[config.mk]
export PLATFORM = sky130hd
export DESIGN_NAME = cplc_regs
export DESIGN_NICKNAME = d
export VERILOG_FILES = /design/src/rtl/cplc_pkg.sv /design/src/rtl/cplc_regs.sv /design/src/rtl/cplc_sync.sv
export SDC_FILE = /design/constraint.sdc
export NUM_CORES = 1
export LEC_CHECK = 0
export ABC_AREA = 1
export BUFFER_PORTS_ARGS = -buffer_cell sky130_fd_sc_hd__buf_2
export CAP_MARGIN = 40
export CORE_ASPECT_RATIO = 0.75
export CORE_UTILIZATION = 30
export CTS_BUF_LIST = sky130_fd_sc_hd__clkbuf_4
export DETAILED_ROUTE_END_ITERATION = 8
export GPL_TIMING_DRIVEN = 0
export PLACE_DENSITY = 0.59
export SYNTH_ARGS = -nofsm -noshare
export SYNTH_HDL_FRONTEND = slang
export SYNTH_SLANG_ARGS = --single-unit
[constraint.sdc]
create_clock -name clock -period 2.1 [get_ports clock]
set_clock_uncertainty 0.15 [all_clocks]
set_input_delay 0.42 -clock clock [delete_from_list [all_inputs] [get_ports clock]]
set_output_delay 0.42 -clock clock [all_outputs]
set_load 0.02 [all_outputs]
[src/rtl/cplc_pkg.sv]
package cplc_pkg;

  // Frame layout
  localparam int FRAME_BITS = 16;
  localparam int ADDR_HI = 15;
  localparam int ADDR_LO = 14;
  localparam int READSEL_POS = 13;
  localparam int NOWRITE_POS = 12;
  localparam int SUPPLY_POS = 11;
  localparam int PN_POS = 10;
  localparam int TIMEOUT_POS = 9;
  localparam int TXDIS_POS = 8;
  localparam int LOOP_POS = 7;
  localparam int ACTIVE_POS = 6;
  localparam int FIELD_LO = 6;
  localparam int FIELD_HI = 11;
  localparam int FIELD_W = 6;

  localparam logic [1:0] PHY_CTRL_ADDR = 2'h3;
  // Bits received before the reply word can be chosen
  localparam logic [4:0] SELECT_BITS = 5'h03;
  localparam logic [4:0] FULL_FRAME = 5'h10;
  localparam logic [4:0] COUNT_MAX = 5'h1F;

  // Reset values
  localparam logic [5:0] FIELDS_RESET = 6'h00;
  localparam logic [15:0] WORD_RESET = 16'h0000;
  // Synchronisers reset to the idle pin levels
  localparam logic [2:0] SPI_SYNC_RESET = 3'h4;
  localparam logic [1:0] LOOP_SYNC_RESET = 2'h3;

  typedef enum logic [1:0] {
    CPLC_TO_SHORT,
    CPLC_TO_LONG,
    CPLC_TO_EXTENDED
  } cplc_timeout_t;

  typedef enum logic {
    CPLC_IDLE,
    CPLC_SHIFT
  } cplc_frame_t;

endpackage

[src/rtl/cplc_regs.sv]
`timescale 1ns/100ps
// Operation
// - Frame top bits 11 address this register
// - Bit 13 picks feedback one or readback
// - Read-only bit set: no store
// - Read-only bit clear: reply and store
// - Bit 11 keeps supply on off-line
// - Partial networking: listen-only instead of normal
// - Normal on-line or active entry clears partial
// - Bit 9 long/short timeout, wake extends
// - Bit 8 disables the transmitter
// - Bit 7 with bit 8 loops transmit back
// - Active request honoured in normal/flash only
// - Bit 8 clear enables the transmitter
// - Bit 7 clear: no loopback
module cplc_regs (
  input wire logic clock,
  input wire logic resetn,
  input wire logic ce,
  input wire logic spi_sck,
  input wire logic spi_sdi,
  input wire logic spi_csn,
  output logic spi_sdo,
  output logic spi_sdo_oe,
  input wire logic [15:0] gp_feedback_one,
  input wire logic can_txd_in,
  input wire logic can_bus_rxd,
  output logic can_rxd_out,
  input wire logic offline_mode,
  input wire logic enter_online_normal,
  input wire logic enter_can_active,
  input wire logic wake_event,
  input wire logic chip_normal_mode,
  input wire logic chip_flash_mode,
  output logic transceiver_supply,
  output logic listen_online_select,
  output cplc_pkg::cplc_timeout_t offline_timeout,
  output logic transmitter_enable,
  output logic active_state_grant,
  output logic [15:0] can_phy_control_readback
);

  ////////////////////////////////////////////////////////////
  // Pin synchronisation
  logic [2:0] pins_s;
  logic sck_s;
  logic sdi_s;
  logic csn_s;

  cplc_sync u_sync (
    .clock(clock),
    .resetn(resetn),
    .ce(ce),
    .pin_in({spi_csn, spi_sdi, spi_sck}),
    .stable_out(pins_s)
  );

  assign sck_s = pins_s[0];
  assign sdi_s = pins_s[1];
  assign csn_s = pins_s[2];

  logic [1:0] loop_pins_meta_r;
  logic [1:0] loop_pins_mid_r;
  logic [1:0] loop_pins_last_r;
  logic txd_s_r;
  logic txd_s_nxt;
  logic busrxd_s_r;
  logic busrxd_s_nxt;

  always_comb begin
    txd_s_nxt = (loop_pins_mid_r[0] == loop_pins_last_r[0]) ? loop_pins_last_r[0] : txd_s_r;
    busrxd_s_nxt = (loop_pins_mid_r[1] == loop_pins_last_r[1]) ? loop_pins_last_r[1] : busrxd_s_r;
  end

  always_ff @(posedge clock or negedge resetn) begin
    if (!resetn) begin
      loop_pins_meta_r <= cplc_pkg::LOOP_SYNC_RESET;
      loop_pins_mid_r <= cplc_pkg::LOOP_SYNC_RESET;
      loop_pins_last_r <= cplc_pkg::LOOP_SYNC_RESET;
      txd_s_r <= 1'b1;
      busrxd_s_r <= 1'b1;
    end else if (ce) begin
      loop_pins_meta_r <= {can_bus_rxd, can_txd_in};
      loop_pins_mid_r <= loop_pins_meta_r;
      loop_pins_last_r <= loop_pins_mid_r;
      txd_s_r <= txd_s_nxt;
      busrxd_s_r <= busrxd_s_nxt;
    end
  end

  ////////////////////////////////////////////////////////////
  // Serial frame engine
  cplc_pkg::cplc_frame_t state_r;
  cplc_pkg::cplc_frame_t state_nxt;
  logic sck_d_r;
  logic [15:0] rx_r;
  logic [15:0] rx_nxt;
  logic [15:0] tx_r;
  logic [15:0] tx_nxt;
  logic [4:0] cnt_r;
  logic [4:0] cnt_nxt;
  logic sdo_r;
  logic sdo_nxt;
  logic oe_r;
  logic oe_nxt;
  logic sck_rise;
  logic sck_fall;
  logic frame_end;
  logic load_reply;
  logic commit_write;
  logic [15:0] reply_word;

  assign sck_rise = sck_s && !sck_d_r;
  assign sck_fall = !sck_s && sck_d_r;
  assign frame_end = (state_r == cplc_pkg::CPLC_SHIFT) && csn_s;
  assign load_reply = sck_rise && (cnt_r == cplc_pkg::SELECT_BITS - 5'h01);
  assign commit_write = frame_end && (cnt_r == cplc_pkg::FULL_FRAME)
    && (rx_r[cplc_pkg::ADDR_HI:cplc_pkg::ADDR_LO] == cplc_pkg::PHY_CTRL_ADDR)
    && !rx_r[cplc_pkg::NOWRITE_POS];

  always_comb begin
    if (sdi_s) begin
      reply_word = {3'h0, gp_feedback_one[12:0]};
    end else begin
      reply_word = {3'h0, can_phy_control_readback[12:0]};
    end
  end

  always_comb begin
    state_nxt = state_r;
    rx_nxt = rx_r;
    tx_nxt = tx_r;
    cnt_nxt = cnt_r;
    sdo_nxt = sdo_r;
    oe_nxt = oe_r;
    unique case (state_r)
      cplc_pkg::CPLC_IDLE: begin
        if (!csn_s) begin
          state_nxt = cplc_pkg::CPLC_SHIFT;
          cnt_nxt = 5'h00;
          rx_nxt = cplc_pkg::WORD_RESET;
          tx_nxt = cplc_pkg::WORD_RESET;
          sdo_nxt = 1'b0;
          oe_nxt = 1'b0;
        end
      end
      cplc_pkg::CPLC_SHIFT: begin
        if (csn_s) begin
          state_nxt = cplc_pkg::CPLC_IDLE;
          oe_nxt = 1'b0;
          sdo_nxt = 1'b0;
        end else if (sck_rise) begin
          rx_nxt = {rx_r[14:0], sdi_s};
          if (cnt_r != cplc_pkg::COUNT_MAX) begin
            cnt_nxt = cnt_r + 5'h01;
          end
          // Reply only when this register is addressed
          if (load_reply && (rx_r[1:0] == cplc_pkg::PHY_CTRL_ADDR)) begin
            tx_nxt = reply_word << cplc_pkg::SELECT_BITS;
            oe_nxt = 1'b1;
          end
        end else if (sck_fall && oe_r) begin
          sdo_nxt = tx_r[15];
          tx_nxt = {tx_r[14:0], 1'b0};
        end
      end
    endcase
  end

  always_ff @(posedge clock or negedge resetn) begin
    if (!resetn) begin
      state_r <= cplc_pkg::CPLC_IDLE;
      sck_d_r <= 1'b0;
      rx_r <= cplc_pkg::WORD_RESET;
      tx_r <= cplc_pkg::WORD_RESET;
      cnt_r <= 5'h00;
      sdo_r <= 1'b0;
      oe_r <= 1'b0;
    end else if (ce) begin
      state_r <= state_nxt;
      sck_d_r <= sck_s;
      rx_r <= rx_nxt;
      tx_r <= tx_nxt;
      cnt_r <= cnt_nxt;
      sdo_r <= sdo_nxt;
      oe_r <= oe_nxt;
    end
  end

  assign spi_sdo = sdo_r;
  assign spi_sdo_oe = oe_r;

  ////////////////////////////////////////////////////////////
  // Control fields
  logic supply_keep_r;
  logic pn_listen_r;
  logic timeout_long_r;
  logic tx_disable_r;
  logic loopback_r;
  logic active_req_r;
  logic wake_ext_r;
  logic [5:0] fields_nxt;
  logic wake_ext_nxt;

  always_comb begin
    fields_nxt = {supply_keep_r, pn_listen_r, timeout_long_r, tx_disable_r, loopback_r, active_req_r};
    wake_ext_nxt = wake_ext_r;
    if (enter_online_normal || enter_can_active) begin
      fields_nxt[cplc_pkg::PN_POS - cplc_pkg::FIELD_LO] = 1'b0;
    end
    if (wake_event) begin
      wake_ext_nxt = 1'b1;
    end
    if (commit_write) begin
      fields_nxt = rx_r[cplc_pkg::FIELD_HI:cplc_pkg::FIELD_LO];
      wake_ext_nxt = wake_event;
    end
  end

  always_ff @(posedge clock or negedge resetn) begin
    if (!resetn) begin
      {supply_keep_r, pn_listen_r, timeout_long_r, tx_disable_r, loopback_r, active_req_r} <=
        cplc_pkg::FIELDS_RESET;
      wake_ext_r <= 1'b0;
    end else if (ce) begin
      {supply_keep_r, pn_listen_r, timeout_long_r, tx_disable_r, loopback_r, active_req_r} <= fields_nxt;
      wake_ext_r <= wake_ext_nxt;
    end
  end

  ////////////////////////////////////////////////////////////
  // Outputs to the transceiver
  logic supply_r;
  logic listen_r;
  cplc_pkg::cplc_timeout_t timeout_r;
  cplc_pkg::cplc_timeout_t timeout_nxt;
  logic txen_r;
  logic rxd_r;
  logic grant_r;
  logic [15:0] readback_r;
  logic supply_nxt;
  logic txen_nxt;
  logic rxd_nxt;
  logic grant_nxt;

  always_comb begin
    supply_nxt = supply_keep_r || !offline_mode;
    txen_nxt = !tx_disable_r;
    rxd_nxt = (loopback_r && tx_disable_r) ? txd_s_r : busrxd_s_r;
    grant_nxt = active_req_r && (chip_normal_mode || chip_flash_mode);
    if (wake_ext_r) begin
      timeout_nxt = cplc_pkg::CPLC_TO_EXTENDED;
    end else if (timeout_long_r) begin
      timeout_nxt = cplc_pkg::CPLC_TO_LONG;
    end else begin
      timeout_nxt = cplc_pkg::CPLC_TO_SHORT;
    end
  end

  always_ff @(posedge clock or negedge resetn) begin
    if (!resetn) begin
      supply_r <= 1'b1;
      listen_r <= 1'b0;
      timeout_r <= cplc_pkg::CPLC_TO_SHORT;
      txen_r <= 1'b1;
      rxd_r <= 1'b1;
      grant_r <= 1'b0;
      readback_r <= cplc_pkg::WORD_RESET;
    end else if (ce) begin
      supply_r <= supply_nxt;
      listen_r <= pn_listen_r;
      timeout_r <= timeout_nxt;
      txen_r <= txen_nxt;
      rxd_r <= rxd_nxt;
      grant_r <= grant_nxt;
      readback_r <= {4'h0, fields_nxt, 6'h00};
    end
  end

  assign transceiver_supply = supply_r;
  assign listen_online_select = listen_r;
  assign offline_timeout = timeout_r;
  assign transmitter_enable = txen_r;
  assign can_rxd_out = rxd_r;
  assign active_state_grant = grant_r;
  assign can_phy_control_readback = readback_r;
endmodule

[src/rtl/cplc_sync.sv]
`timescale 1ns/100ps
module cplc_sync (
  input wire logic clock,
  input wire logic resetn,
  input wire logic ce,
  input wire logic [2:0] pin_in,
  output logic [2:0] stable_out
);

  logic [2:0] meta_r;
  logic [2:0] mid_r;
  logic [2:0] last_r;
  logic [2:0] stable_r;
  logic [2:0] stable_nxt;

  ////////////////////////////////////////////////////////////
  // A change counts once stages two and three agree
  always_comb begin
    for (int i = 0; i < 3; i++) begin
      stable_nxt[i] = (mid_r[i] == last_r[i]) ? last_r[i] : stable_r[i];
    end
  end

  always_ff @(posedge clock or negedge resetn) begin
    if (!resetn) begin
      meta_r <= cplc_pkg::SPI_SYNC_RESET;
      mid_r <= cplc_pkg::SPI_SYNC_RESET;
      last_r <= cplc_pkg::SPI_SYNC_RESET;
      stable_r <= cplc_pkg::SPI_SYNC_RESET;
    end else if (ce) begin
      meta_r <= pin_in;
      mid_r <= meta_r;
      last_r <= mid_r;
      stable_r <= stable_nxt;
    end
  end

  assign stable_out = stable_r;

endmodule

==> results_dict.tcl <==
set metrics [dict create \
    run_status "completed" \
    synth_top_cell_by_area "dfrtp_1" \
    post_route_cells_drive_above_1_share_pct 23.4 \
    worst-r2r-cell-count 7 \
    cts_setup_buffers 0 \
    first_iter_violations 137 \
    ctsLongestPathBuffers 2 \
    synth_sequential_area_ratio_pct 52.0 \
    critical_path.most_common_cell "nand2_1" \
    synth_area_leaders "dfrtp_1 (41%), nand2_1 (15%), dfstp_2 (11%)" \
    port-buffer-count 41 \
    worst_path_dominant_cell_family "simple AND/OR/NAND/NOR gates" \
    report.final.setup_viol 0 \
    overall_power_w 0.00324 \
    cp_num_cells 7 \
    detailed_place.area_um2 3940 \
    grt_start_max_net_pins 64 \
    worstSetupEndpointType "flop" \
    vias_per_cell 4.50 \
    crit_path_max_fanout 7 \
    root_buffer "clkbuf_4" \
    worst-endpoint-required_ns 2.27 \
    layout.cells.non_filler 628 \
    clk_pin_slew_ns 0.11 \
    clkSinkCount 72 \
    fin_setup_tns_ns 0 \
    critical_path.slowest_cell "dfrtp_1" \
    grt_pass1_vias 2605 \
    antenna_cells 0 \
    postSynthCellCount 419 \
    postLayoutCellArea_um2 4140 \
    postSynthAreaPerCell_um2 8.35 \
    hold_viol 0 \
    critical_path.cell_chain "inv_1 > ha_1 > nand2_1 > nor3_2 > nand3_2 > nand2_1 > nand2_1" \
    setup_repair_after_global_routing_missed_its_margin "false" \
    synth-edff-count 0 \
    vdd.ir_drop.worst_mv 0.304 \
    core_footprint_um2 11100 \
    netlist-cell-type-count 29 \
    critical_path_buffers_and_inverters 1 \
    die_w_um 127 \
    routed_wirelength_um 7380 \
    startpoint_type "flop" \
    worst_path_arrival_ns 2.01 \
    cpPeakStageDelay_ns 0.43 \
    tritoncts "built" \
    yosysWarnings 0 \
    detailed_place_hpwl_um 5300 \
    via_count 2829 \
    areaGrowthSynthToFinish_pct 18.3 \
    routed_wire_length_per_instance_um 11.8 \
    globalRouteTotalUtil_pct 13.4 \
    wire_length_of_the_first_global_routing_pass_um 12400 \
    post_route_utilization_pct 37.1 \
    dpl.cell_count 610 \
    floorplan.die_area_um2 12100 \
    h-tree-depth 3 \
    grt_remaining_overflow 0 \
    final_nets 517 \
    route.antenna.remaining_nets 0 \
    gp_congestion 0.771 \
    synth_top_area_share_pct 40.8 \
    proportion_of_synthesized_flip_flops_having_asynchronous_set_or_reset_pct 100 \
    hold_class "input port to flop" \
    yosys_register_bits 72 \
    fraction_of_the_cycle_the_final_worst_path_needs_pct 88.0 \
    layout_min_cycle_time_ns 1.85 \
    inserted_clock_buffers 9 \
    num_rows 33 \
    hold_depth 3 \
    total_power_per_unit_cell_area_nw_per_um2 781 \
    worstSkewPairLatency_ns 0.41 \
    final_common_cell "nand2_1" \
    drt_drc_violations_left 0 \
    report.final.slew_viol_count 0 \
    mappedNetlistArea_um2 3500 \
    initial_utilization_pct 31.4 \
    number_of_antenna_violations_at_the_first_check_in_global_routing 0 \
    iteration_count_of_the_initial_detailed_routing_pass 4 \
    pin_count 55 \
    dominantRegCellSynth "dfrtp_1" \
    most_used_cells_in_the_layout_excluding_fill_and_tap_cells "nand2_1 (142), dfrtp_1 (57), buf_2 (47)" \
    critPathKind "flop to flop" \
    vertical_extent_of_the_die_um 95.5 \
    total_leakage_power_nw 2.15 \
    timing.max_cap.violations 0 \
    maxClockFrequency_ghz 0.541 \
]
## power breakdown
group,internal (W),total (W),switching (W)
Clock,0.000593,0.00108,0.000490
Combinational,0.000195,0.000576,0.000381
Sequential,0.00151,0.00158,0.0000700
Total,0.00229,0.00324,0.000941
## stage by stage
step                      setup WS, ns  hold WS, ns
after floorplan                  0.548      -0.0256
after global placement          0.0318        0.304
after detailed placement         0.228        0.124
after CTS                        0.202       0.0103
after global routing            0.0575       0.0136
final                            0.251       0.0462
## cell families after synthesis
family                     synth area share (%)
and+or+nand+nor                            28.0
buffers and inverters                      10.5
DFF                                        52.0
AOI/OAI and AO/OA                          7.94
adders and majority gates                  1.43
other                                     0.107
## area by class of cell
type	count	area, um^2
tap	140	175
inverter	44	165
buffer	30	204
clock buffer	9	67.6
timing repair buffer	44	255
multi-input combinational	282	1340
clock inverter	7	110
fill	1165	7010
sequential	72	1820
## state kept, by name, summed over array words and instances, names as in the netlist, 2 cells and up
| name | flops |
|---|---|
| u_sync.last_r | 3 |
| rx_r | 16 |
| can_phy_control_readback | 5 |
| u_sync.meta_r | 3 |
| loop_pins_mid_r | 2 |
| tx_r | 13 |
| u_sync.stable_out | 3 |
| loop_pins_meta_r | 2 |
| offline_timeout | 2 |
| cnt_r | 5 |
| loop_pins_last_r | 2 |
| u_sync.mid_r | 3 |
## routing by layer
layer,part of all wire (%),track usage [%]
met2,44,21.8
met1,50,17.0
met3,4.6,4.83
met5,0,0
met4,1.1,3.27
## worst paths after layout
path	startpoint	end	slack (ns)
setup / recovery	cnt_r[0]	wake_ext_r	0.25
hold / removal	can_bus_rxd	loop_pins_meta_r[1]	0.05
setup reg to reg	cnt_r[0]	wake_ext_r	0.25
hold reg to reg	u_sync.mid_r[2]	u_sync.mid_r[2]	0.32
max in group asynchronous	resetn	u_sync.last_r[2]	0.98
min in group asynchronous	resetn	cnt_r[0]	0.22
## synth_stat cells (2+ instances only)
master,count
nand2_4,4
nand2_2,4
buf_2,7
o22ai_1,16
clkbuf_1,2
nand3_1,38
nor3_2,2
nor2_1,18
buf_4,18
dfrtp_1,57
inv_1,42
nand2_1,142
a21oi_1,4
nand4_1,8
dfstp_2,15
o21ai_0,25
buf_6,2
ha_1,4
## worst min-delay path: cells and delay by family
| kind | cells | cell delay, ns |
|---|---|---|
| buffers and inverters | 1 | 0.10 |
| and+or+nand+nor | 2 | 0.09 |
## timing repair
action                    CTS  global route
hold buffers                2             0
hold endpoints to repair   58             0
resized for setup           0             0
Note: power is estimated with default switching activity, not from simulation.
